**src/rtl/rcr_map.svh**
```systemverilog
// Offsets, field positions, reset values and timing counts of the reset cause recorder
`ifndef RCR_MAP_SVH
`define RCR_MAP_SVH

// Register offsets
`define RCR_OFS_FLAGS     12'h000
`define RCR_OFS_ISTS      12'h004
`define RCR_OFS_IMASK     12'h008
`define RCR_OFS_PROT_LO   12'h00C
`define RCR_OFS_PROT_HI   12'h010
`define RCR_OFS_PROT_ENT  12'h014

// Flag bit positions
`define RCR_B_TRAP        15
`define RCR_B_ILLEGAL     14
`define RCR_B_MISMATCH    9
`define RCR_B_EXTPIN      7
`define RCR_B_SOFT        6
`define RCR_B_WDOG        4
`define RCR_B_SLEEP       3
`define RCR_B_IDLE        2
`define RCR_B_BROWNOUT    1
`define RCR_B_POWERON     0

// Field masks and reset values
`define RCR_FLAGS_MASK    16'hC2DF
`define RCR_FLAGS_RST     16'h0003
`define RCR_BO_CLR        16'hC25C
`define RCR_PROT_LO_RST   24'hFFFFFF
`define RCR_PROT_HI_RST   24'h000000
`define RCR_PROT_ENT_RST  24'h000000
`define RCR_SP_INIT       16'h8000

// Decode constants
`define RCR_ILLEGAL_OP    8'h3F
`define RCR_HARD_LO       4'hD
`define RCR_HARD_HI       4'hF
`define RCR_NPPS          4

// Timing
`define RCR_CLK_NS        25
`define RCR_RST_PULSE_NS  100
`define RCR_RST_CYC       ((`RCR_RST_PULSE_NS + `RCR_CLK_NS - 1) / `RCR_CLK_NS)

`endif

```
**src/rtl/rcr_pkg.sv**
```systemverilog
// Types of the reset cause recorder
package rcr_pkg;

    typedef enum logic {ST_RUN, ST_RST} rcr_state_t;

    typedef struct packed {
        logic [15:0] shadow;
        logic        mis;
    } rcr_shd_st_t;

    typedef struct packed {
        logic [15:0] init;
        logic        hit;
    } rcr_wreg_st_t;

    typedef struct packed {
        rcr_state_t  st;
        logic [2:0]  cnt;
        logic [15:0] flags;
        logic [15:0] ists;
        logic [15:0] imask;
        logic [23:0] plo;
        logic [23:0] phi;
        logic [23:0] pent;
        logic [31:0] prdata;
        logic        slverr;
    } rcr_main_st_t;

endpackage : rcr_pkg

```
**src/rtl/rcr_shadow_cmp.sv**
```systemverilog
// Shadow copy of one pin-select register with continuous compare
`timescale 1ns/10ps
`include "rcr_map.svh"
module rcr_shadow_cmp (
    // Clock and reset
    input  wire logic        clk,
    input  wire logic        rstn,
    // Live register and legitimate updates
    input  wire logic [15:0] live,
    input  wire logic        load,
    input  wire logic [15:0] load_data,
    input  wire logic        clr,
    // Result
    output logic             mismatch
);
    rcr_pkg::rcr_shd_st_t s_r;
    rcr_pkg::rcr_shd_st_t s_nxt;

    always_comb begin
        s_nxt = s_r;
        if (clr) begin
            s_nxt.shadow = 16'h0000;
        end else if (load) begin
            s_nxt.shadow = load_data;
        end
        // Compare suppressed while the pair is being rewritten
        s_nxt.mis = !clr && !load && (live != s_r.shadow);
    end

    always_ff @(posedge clk) begin
        if (!rstn) begin
            s_r <= '0;
        end else begin
            s_r <= s_nxt;
        end
    end

    assign mismatch = s_r.mis;
endmodule : rcr_shadow_cmp

```
**src/rtl/rcr_wreg_track.sv**
```systemverilog
// Tracks which working registers have been written since the last reset
`timescale 1ns/10ps
`include "rcr_map.svh"
module rcr_wreg_track (
    // Clock and reset
    input  wire logic       clk,
    input  wire logic       rstn,
    // Register writes and pointer uses
    input  wire logic       wr,
    input  wire logic [3:0] wr_idx,
    input  wire logic       ptr_valid,
    input  wire logic [3:0] ptr_idx,
    input  wire logic       clr,
    // Result
    output logic            uninit_hit
);
    rcr_pkg::rcr_wreg_st_t s_r;
    rcr_pkg::rcr_wreg_st_t s_nxt;

    always_comb begin
        s_nxt = s_r;
        s_nxt.hit = ptr_valid && !s_r.init[ptr_idx];
        if (wr) begin
            s_nxt.init[wr_idx] = 1'b1;
        end
        if (clr) begin
            s_nxt.init = `RCR_SP_INIT;
        end
    end

    always_ff @(posedge clk) begin
        if (!rstn) begin
            s_r <= rcr_pkg::rcr_wreg_st_t'{init: `RCR_SP_INIT, hit: 1'b0};
        end else begin
            s_r <= s_nxt;
        end
    end

    assign uninit_hit = s_r.hit;
endmodule : rcr_wreg_track

```
**src/rtl/rcr_top.sv**
```systemverilog
// Reset source detection and reset cause flag register with APB access
//
// Decided for this implementation: the register offsets and the APB slave port.
`timescale 1ns/10ps
`include "rcr_map.svh"
module rcr_top (
    // Clock and reset
    input  wire logic        clk,
    input  wire logic        rstn,
    // APB slave
    input  wire logic        psel,
    input  wire logic        penable,
    input  wire logic        pwrite,
    input  wire logic [11:0] paddr,
    input  wire logic [31:0] pwdata,
    output logic      [31:0] prdata,
    output logic             pready,
    output logic             pslverr,
    // Interrupt
    output logic             irq,
    // Instruction execution
    input  wire logic        exec_valid,
    input  wire logic [23:0] exec_word,
    input  wire logic        exec_invalid,
    // Working register use
    input  wire logic        wreg_wr,
    input  wire logic [3:0]  wreg_wr_idx,
    input  wire logic        ptr_valid,
    input  wire logic [3:0]  ptr_idx,
    // Program counter reloads
    input  wire logic        program_flow_change,
    input  wire logic        vector_flow_change,
    input  wire logic [23:0] pc_target,
    // Hard traps
    input  wire logic        trap_evt,
    input  wire logic [3:0]  trap_prio,
    input  wire logic        trap_busy,
    input  wire logic [3:0]  trap_busy_prio,
    // Other reset sources and instructions
    input  wire logic        brownout_evt,
    input  wire logic        external_reset_pin,
    input  wire logic        soft_reset_instruction,
    input  wire logic        watchdog_timeout,
    input  wire logic        power_save_instruction,
    input  wire logic        power_save_idle,
    input  wire logic        watchdog_clear_instruction,
    // Pin-select registers
    input  wire logic [63:0] pps_live,
    input  wire logic        pps_wr,
    input  wire logic [1:0]  pps_wr_idx,
    input  wire logic [15:0] pps_wr_data,
    // Reset request
    output logic             rst_req
);
    rcr_pkg::rcr_main_st_t s_r;
    rcr_pkg::rcr_main_st_t s_nxt;

    logic [`RCR_NPPS-1:0] mis_vec;
    logic                 mismatch_any;
    logic                 uninit_hit;
    logic                 ill_op;
    logic                 sec_hit;
    logic                 conflict;
    logic                 cause;
    logic [15:0]          hw_set;
    logic [15:0]          hw_clr;
    logic                 apb_setup;
    logic                 apb_wr;

    ////////////////////////////////////////////////////////////////////////////
    // Pin-select shadows
    genvar gi;
    generate
        for (gi = 0; gi < `RCR_NPPS; gi++) begin : g_shd
            rcr_shadow_cmp u_shd (
                .clk       (clk),
                .rstn      (rstn),
                .live      (pps_live[gi*16 +: 16]),
                .load      (pps_wr && (pps_wr_idx == 2'(gi))),
                .load_data (pps_wr_data),
                .clr       (rst_req),
                .mismatch  (mis_vec[gi])
            );
        end
    endgenerate

    assign mismatch_any = |mis_vec;

    ////////////////////////////////////////////////////////////////////////////
    // Working register tracking
    rcr_wreg_track u_wreg (
        .clk        (clk),
        .rstn       (rstn),
        .wr         (wreg_wr),
        .wr_idx     (wreg_wr_idx),
        .ptr_valid  (ptr_valid),
        .ptr_idx    (ptr_idx),
        .clr        (rst_req || brownout_evt || external_reset_pin ||
                     soft_reset_instruction || watchdog_timeout),
        .uninit_hit (uninit_hit)
    );

    ////////////////////////////////////////////////////////////////////////////
    // Reset cause detection
    always_comb begin
        ill_op = exec_valid &&
                 (exec_invalid || exec_word[23:16] == `RCR_ILLEGAL_OP);
        // Protection is off while the upper bound is below the lower one
        sec_hit = (program_flow_change || vector_flow_change) &&
                  (s_r.phi >= s_r.plo) &&
                  (pc_target >= s_r.plo) && (pc_target <= s_r.phi) &&
                  (pc_target != s_r.pent);
        conflict = trap_evt && trap_busy &&
                   (trap_prio >= `RCR_HARD_LO) && (trap_prio <= `RCR_HARD_HI) &&
                   (trap_busy_prio > trap_prio);
        cause = conflict || ill_op || sec_hit || uninit_hit || mismatch_any;
    end

    ////////////////////////////////////////////////////////////////////////////
    // Flag set and clear events
    always_comb begin
        hw_set = 16'h0000;
        hw_set[`RCR_B_TRAP]     = conflict;
        hw_set[`RCR_B_ILLEGAL]  = ill_op || uninit_hit || sec_hit;
        hw_set[`RCR_B_MISMATCH] = mismatch_any;
        hw_set[`RCR_B_EXTPIN]   = external_reset_pin;
        hw_set[`RCR_B_SOFT]     = soft_reset_instruction;
        hw_set[`RCR_B_WDOG]     = watchdog_timeout;
        hw_set[`RCR_B_SLEEP]    = power_save_instruction && !power_save_idle;
        hw_set[`RCR_B_IDLE]     = power_save_instruction && power_save_idle;
        hw_set[`RCR_B_BROWNOUT] = brownout_evt;
        hw_clr = brownout_evt ? `RCR_BO_CLR : 16'h0000;
        if (power_save_instruction || watchdog_clear_instruction) begin
            hw_clr[`RCR_B_WDOG] = 1'b1;
        end
    end

    ////////////////////////////////////////////////////////////////////////////
    // APB phases
    assign apb_setup = psel && !penable;
    assign pready    = psel && penable;
    assign apb_wr    = pready && pwrite && !s_r.slverr;

    ////////////////////////////////////////////////////////////////////////////
    // Next state
    always_comb begin
        s_nxt = s_r;

        // Reset request pulse
        case (s_r.st)
            rcr_pkg::ST_RUN: begin
                if (cause) begin
                    s_nxt.st  = rcr_pkg::ST_RST;
                    s_nxt.cnt = 3'(`RCR_RST_CYC - 1);
                end
            end
            rcr_pkg::ST_RST: begin
                if (s_r.cnt == 3'h0) begin
                    s_nxt.st = rcr_pkg::ST_RUN;
                end else begin
                    s_nxt.cnt = s_r.cnt - 3'h1;
                end
            end
            default: begin
                s_nxt.st = rcr_pkg::ST_RUN;
            end
        endcase

        // Flags: software write, then hardware clear, then hardware set
        if (apb_wr && paddr == `RCR_OFS_FLAGS) begin
            s_nxt.flags = pwdata[15:0];
        end
        s_nxt.flags = (s_nxt.flags & ~hw_clr) | hw_set;
        s_nxt.flags = s_nxt.flags & `RCR_FLAGS_MASK;

        // Interrupt status, write one to clear, new events win
        if (apb_wr && paddr == `RCR_OFS_ISTS) begin
            s_nxt.ists = s_r.ists & ~pwdata[15:0];
        end
        s_nxt.ists = (s_nxt.ists | hw_set) & `RCR_FLAGS_MASK;

        if (apb_wr) begin
            case (paddr)
                `RCR_OFS_IMASK:    s_nxt.imask = pwdata[15:0] & `RCR_FLAGS_MASK;
                `RCR_OFS_PROT_LO:  s_nxt.plo   = pwdata[23:0];
                `RCR_OFS_PROT_HI:  s_nxt.phi   = pwdata[23:0];
                `RCR_OFS_PROT_ENT: s_nxt.pent  = pwdata[23:0];
                default: begin
                end
            endcase
        end

        // Read data and decode captured in the setup cycle
        if (apb_setup) begin
            s_nxt.slverr = 1'b0;
            case (paddr)
                `RCR_OFS_FLAGS:    s_nxt.prdata = {16'h0000, s_r.flags};
                `RCR_OFS_ISTS:     s_nxt.prdata = {16'h0000, s_r.ists};
                `RCR_OFS_IMASK:    s_nxt.prdata = {16'h0000, s_r.imask};
                `RCR_OFS_PROT_LO:  s_nxt.prdata = {8'h00, s_r.plo};
                `RCR_OFS_PROT_HI:  s_nxt.prdata = {8'h00, s_r.phi};
                `RCR_OFS_PROT_ENT: s_nxt.prdata = {8'h00, s_r.pent};
                default: begin
                    s_nxt.prdata = 32'h00000000;
                    s_nxt.slverr = 1'b1;
                end
            endcase
        end
    end

    ////////////////////////////////////////////////////////////////////////////
    // State register; block reset stands for power-on
    always_ff @(posedge clk) begin
        if (!rstn) begin
            s_r <= rcr_pkg::rcr_main_st_t'{
                st:     rcr_pkg::ST_RUN,
                cnt:    3'h0,
                flags:  `RCR_FLAGS_RST,
                ists:   16'h0000,
                imask:  16'h0000,
                plo:    `RCR_PROT_LO_RST,
                phi:    `RCR_PROT_HI_RST,
                pent:   `RCR_PROT_ENT_RST,
                prdata: 32'h00000000,
                slverr: 1'b0
            };
        end else begin
            s_r <= s_nxt;
        end
    end

    ////////////////////////////////////////////////////////////////////////////
    // Outputs
    assign prdata  = s_r.prdata;
    assign pslverr = s_r.slverr;
    assign irq     = |(s_r.ists & s_r.imask);
    assign rst_req = (s_r.st == rcr_pkg::ST_RST);
endmodule : rcr_top

```
**config.mk**
```make
export PLATFORM = sky130hd
export DESIGN_NAME = rcr_top
export DESIGN_NICKNAME = d
export VERILOG_FILES = /design/src/rtl/rcr_pkg.sv /design/src/rtl/rcr_shadow_cmp.sv /design/src/rtl/rcr_wreg_track.sv /design/src/rtl/rcr_top.sv
export VERILOG_INCLUDE_DIRS = /design/src /design/src/rtl
export SDC_FILE = /design/constraint.sdc
export NUM_CORES = 1
export LEC_CHECK = 0
export ABC_AREA = 1
export BUFFER_PORTS_ARGS = -buffer_cell sky130_fd_sc_hd__buf_2
export CAP_MARGIN = 25
export CORE_MARGIN = 5
export CORE_UTILIZATION = 25
export CTS_CLUSTER_DIAMETER = 200
export DETAILED_ROUTE_END_ITERATION = 10
export PLACE_DENSITY = 0.53
export SLEW_MARGIN = 20
export SYNTH_ARGS = -nofsm -noshare
export SYNTH_HDL_FRONTEND = slang
export SYNTH_SLANG_ARGS = --single-unit
```
**constraint.sdc**
```tcl
create_clock -name clk -period 4.3 [get_ports clk]
set_input_delay 0.43 -clock clk [delete_from_list [all_inputs] [get_ports clk]]
set_output_delay 0.43 -clock clk [all_outputs]
set_load 0.005 [all_outputs]
```
==> After elaboration in Yosys (flattened, before gate mapping) <==
Index checks and enable logic that the tools add are counted.
{ "word_totals": {"word_cells": 138, "regBits": 236, "output_inout_bits": 36, "in_bits": 211} }
{ "classes": {"add_sub_neg": 1, "n_eq_ne": 16, "n_lt_le_gt_ge": 9, "n_reduce_logical": 66, "bitwise_logic": 10, "muxes": 14} }
{ "op_table": {"columns": ["op", "n"], "rows": [
  ["case mux 24 bit (6 select lines)", 1],
  ["!= test 16 bit", 4],
  ["bitwise AND 16 bit", 3],
  ["greater-or-equal comparator 24 bit", 2],
  ["two-way mux 16 bit", 3],
  ["bitwise OR 16 bit", 3],
  ["NOT 16 bit", 2],
  ["logical AND 1 bit", 31],
  ["== test 12 x 4 -> 1 bit (second input constant)", 2],
  ["== test 12 x 5 -> 1 bit (second input constant)", 2],
  ["less-or-equal comparator 24 bit", 1],
  ["!= test 24 bit", 1],
  ["OR reduction 16 bit", 1],
  ["logical OR 1 bit", 13],
  ["== test 12 x 3 -> 1 bit (second input constant)", 1],
  ["logical NOT 12 bit", 1],
  ["< comparator 4 x 5 -> 1 bit (second input constant)", 2],
  ["AND reduction 2 bit", 5],
  ["logical NOT 1 bit", 9],
  ["== test 8 x 6 -> 1 bit (second input constant)", 1],
  ["case mux 4 bit (2 select lines)", 1],
  ["OR reduction 6 bit", 1],
  ["two-way mux 1 bit", 5],
  ["binary-select mux 1 bit (select 4 bit)", 1],
  ["other kinds (16)", 20]
]} }

==> Longest topological paths before layout <==
{ "logic_depth": {"ltp_word": 10, "mapped_depth": 18, "depth_no_buf": 18} }

==> Modules after synthesis <==
From an unflattened synthesis, not the netlist that was laid out.
{ "unflattened": {"cells_unflattened": 1878, "area_unflattened_um2": 12887.4} }
{ "by_module_without_submodules": {"columns": ["module", "cells_each", "instances", "seq_area_each_um2", "area_per_inst_um2"], "rows": [
  ["rcr_top", 1158, 1, 2622.5, 8090.3],
  ["rcr_shadow_cmp", 150, 4, 340.3, 997.2],
  ["rcr_wreg_track", 120, 1, 340.3, 808.3]
]} }

==> Worst setup path before layout <==
No wires, ideal clock.
{ "synth_timing": {"kind": "input-to-reg", "from": "input port pc_target[15]", "to": "register s_r[154] (netlist name)", "arrival_ps": 1698, "path_stages": 14, "path_buffers": 0, "required_ps": 4191, "slack_ps": 2493, "setup_time_ps": 109, "cell_sequence": "ha_1 -> nand2_1 -> nor2_1 -> nand4_1 -> nor2_1 -> nand2_1 -> nand3_1 -> nand2_1 -> nand3_1 -> nand3_1 -> a21oi_1 -> nand2_1 -> nand2_1 -> inv_1"} }
{ "synth_via": {"elab_chain_cells": 9, "word_cells_on_any_way": 11, "classes_between": "order compare (2); eq/ne (2); reduce/logical (7)"} }
{ "synth_rtl": {"columns": ["item", "line", "rtl"], "rows": [
  ["start: declaration", "rcr_top.sv:33", "input wire logic [23:0] pc_target,"],
  ["greater-or-equal comparator 24 bit", "rcr_top.sv:111", "(pc_target >= s_r.plo) && (pc_target <= s_r.phi) &&"],
  ["logical AND 1 bit", "rcr_top.sv:110", "(s_r.phi >= s_r.plo) &&"],
  ["logical AND 1 bit", "rcr_top.sv:111", null],
  ["logical AND 1 bit *", "rcr_top.sv:111", null],
  ["logical OR 1 bit * (3 in series)", "rcr_top.sv:116", "cause = conflict || ill_op || sec_hit || uninit_hit || mismatch_any;"],
  ["!= test 2 bit (no line) *", null, null],
  ["AND reduction 2 bit (no line) *", null, null],
  ["end signal: assignment", "rcr_top.sv:215", "s_r <= rcr_pkg::rcr_main_st_t'{"],
  ["end signal: assignment", "rcr_top.sv:228", "s_r <= s_nxt;"],
  ["end: declaration", "rcr_top.sv:55", "rcr_pkg::rcr_main_st_t s_r;"]
]} }
Mark *: on every way between the ends. The rest lies on a longest branch, timed or not.
A chain may end at the register's enable or synchronous reset.

==> Worst setup path after layout <==
{ "layout_timing": {"from": "register s_r, in the netlist rst_req", "to": "register u_wreg.s_r[16] (netlist name)"} }
{ "layout_via": {"elab_chain_cells": 5} }
{ "layout_rtl": {"columns": ["item", "line", "rtl"], "rows": [
  ["logical OR 1 bit (3 in series)", "rcr_top.sv:98", ".clr (rst_req || brownout_evt || external_reset_pin ||"],
  ["logical OR 1 bit", "rcr_top.sv:99", "soft_reset_instruction || watchdog_timeout),"],
  ["OR reduction 2 bit (no line)", null, null],
  ["end signal: assignment", "rcr_wreg_track.sv:33", "s_r <= rcr_pkg::rcr_wreg_st_t'{init: `RCR_SP_INIT, hit: 1'b0};"],
  ["end signal: assignment", "rcr_wreg_track.sv:35", "s_r <= s_nxt;"],
  ["end: declaration", "rcr_wreg_track.sv:17", "rcr_pkg::rcr_wreg_st_t s_r;"]
]} }
No other way between the ends.

==> impl_metrics.ini <==
[synthesis]
synth_simple_gate_area_share = 0.184
netlist.area_leader.share = 0.365
synth_fa_ha_area_frac = 0.0823
ys_seq_area_frac = 0.365
synth_top_area_cell = dfxtp_1
yosysWarnings = 0
synth_top_family_by_area = compound AO/OA/AOI/OAI gates
synthXorXnorAreaFrac = 0.0377
synth-compound-area-share = 0.213
synthTopCellsByArea = dfxtp_1 36%, nand2_1 8.6%, ha_1 8.2%
ys_types = 47
ys_seq_elements = 216
synthMuxAreaShare = 0
syn_inst = 1630
netlist_area_um2 = 11900
syn_avg_cell_area_um2 = 7.27

[clocking]
postCtsHoldBufs = 0
cts_setup_buffers = 0
cts_resized = 0
cts_root_buf = clkbuf_16
clockBufferDepth = 3
cts_made_buffers = 28
cts_tree = built
path_clk_slew_ns = 0.06
h-tree-depth = 1
cts_num_sinks = 216
clk_latency_ns = 0.56

[grt]
grt_use_met2 = 0.247
track_usage = 0.147
grtUsageMet3 = 0.0329
overflow = 0
grt_max_degree = 103
grt_pass1_vias = 11000
grt_pass1_wl_mm = 61.8
antenna_found_initial = 6
busiest_layer = met2
use_met1 = 0.192

[critical_path]
cp-end-kind = register
cp_top_family = simple AND/OR/NAND/NOR gates
r2r_slack_ns = 1.79
path_class = reg -> reg
max_stage_delay_ns = 0.53
start_kind = register
path_max_fanout = 52
cp_slowest_cell = nand3_1
crit_buf_inv = 2
path_cells = nor2_4, buf_4, inv_2, nor3_1, nand3_1, a21oi_1, nand2_1
cp_data_required_time_ns = 4.73
arrival_ns = 2.94

[drt]
drt_first_iter_violations = 753
drc = 0
vias_per_cell = 4.60
drt-pass1-iter-count = 5
drt.antenna.violating_nets = 0
wl_mm = 39.8
vias = 11200
detail_route.wl_per_cell_um = 16.4

[timing]
worstMarginPinSlew_ns = 1.05
max_freq_mhz = 399
skew_ns = 0.0201
relSlewSlack = 0.300
drv_slew = 0
finalHoldViolCount = 0
post-route-period-util = 0.583
rsz0062_at_grt = false
timing.hold.ws_ns = 0.137
setup_viol = 0
period_minus_slack_ns = 2.51
tns_ns = 0

[floorplanning]
start_util = 0.254
die_area_um2 = 51900
ios = 247
rows = 79
design.core.area_um2 = 46800
die_w_um = 228
die_h_um = 228

[layout]
fillers = 5019
stdcell_area_um2 = 14200
final_nets = 2089
syn2layout_area_growth_pct = 19.6
drive_gt1_frac = 0.171
fin_util = 0.303

[place]
dp_hpwl_mm = 30.5
port_buffers = 214
place_area_um2 = 13200
gp_congestion = 0.890

[pwr]
ir_drop_mv = 0.253
power_per_cell_area_nw_per_um2 = 349
leakage_nw = 6.46
finalPower_mw = 4.95

[min_path]
hold_class = in -> reg

[run]
max_cap_viol_count = 0

[outcome]
status = finished, final reports clean
## routing by layer
layer	vias to the layer above	part of all wire
met1	4977	0.44
li1	5737	-
met2	393	0.46
met3	72	0.074
met4	8	0.020
met5	-	0.0012
## final cells by class
class                   count  area [µm²]  share of cell area
multi-input cells        1104        6150               0.434
well taps                 607         759              0.0536
clock inverters            12         130             0.00918
inverters                 227         855              0.0603
diodes                      3        7.51            0.000530
flip-flops and latches    216        4320               0.305
repair buffers            223        1140              0.0803
clock buffers              39         802              0.0566
## state kept, by name, summed over array words and instances, names as in the netlist
register / cells
u_wreg.s_r: 16
u_wreg.uninit_hit: 1
pslverr: 1
prdata: 24
g_shd.u_shd.mismatch: 4
g_shd.u_shd.s_r: 64
s_r: 105
rst_req: 1
## synthesized netlist by cell type (all sizes together)
cell	number
a41oi	1
o21bai	1
o22ai	29
a31oi	9
conb	1
nand3	55
a21oi	192
clkbuf	39
o21ai	169
a21o	1
nand3b	1
a21boi	2
nor2	139
inv	226
a211oi	11
nor3	10
xor2	9
nor4	9
ha	78
nand4	12
a221oi	9
or2	7
xnor2	42
nand2	275
clkinv	1
o32ai	1
o21a	4
o221ai	4
buf	51
dfxtp	216
o211ai	21
o2111ai	5
## worst reg2reg max path, cell delays in order (launching register included)
cell and delay (ns):
dfxtp_1 0.34, nor2_4 0.11, buf_4 0.44, inv_2 0.33, nor3_1 0.22, nand3_1 0.53
a21oi_1 0.36, nand2_1 0.07
## cells by family after synthesis
group	after synthesis
and+or+nand+nor	508
AOI/OAI and AO/OA	459
buffers and inverters	317
DFF	216
adders and majority gates	78
xor gates and xnor gates	51
other	1
## layout by cell type (no fill, tap or decap), types with 10 or more instances in the layout
master / count
nor2_1: 128
nand4_1: 10
o22ai_1: 28
a211oi_1: 11
nand3_1: 52
a21oi_1: 192
nand2_1: 271
clkbuf_16: 28
ha_1: 78
o211ai_1: 21
buf_2: 214
dfxtp_1: 216
inv_2: 13
xnor2_1: 42
inv_1: 212
o21ai_1: 15
o21ai_0: 154
## per-stage QoR
step	std cells	worst slack [ns]
floorplan	1637	2.49
global placement	2376	1.27
detailed placement	2376	1.19
CTS	2427	1.66
global route	2428	1.45
finish	2431	1.79
## worst paths after layout
kind	to	cells past startpoint	start
worst min-delay path	s_r[86]	3	pwdata[5]
worst min register to register	u_wreg.s_r[16]	2	u_wreg.s_r[16]
worst max-delay path	u_wreg.s_r[16]	7	rst_req
worst max register to register	u_wreg.s_r[16]	7	rst_req
## power breakdown
| part | internal (mW) | switching [mW] |
|---|---|---|
| sequential | 2.06 | 0.0295 |
| clock | 1.42 | 0.933 |
| combinational | 0.195 | 0.315 |
No activity file was read; power rests on OpenSTA's default activity.
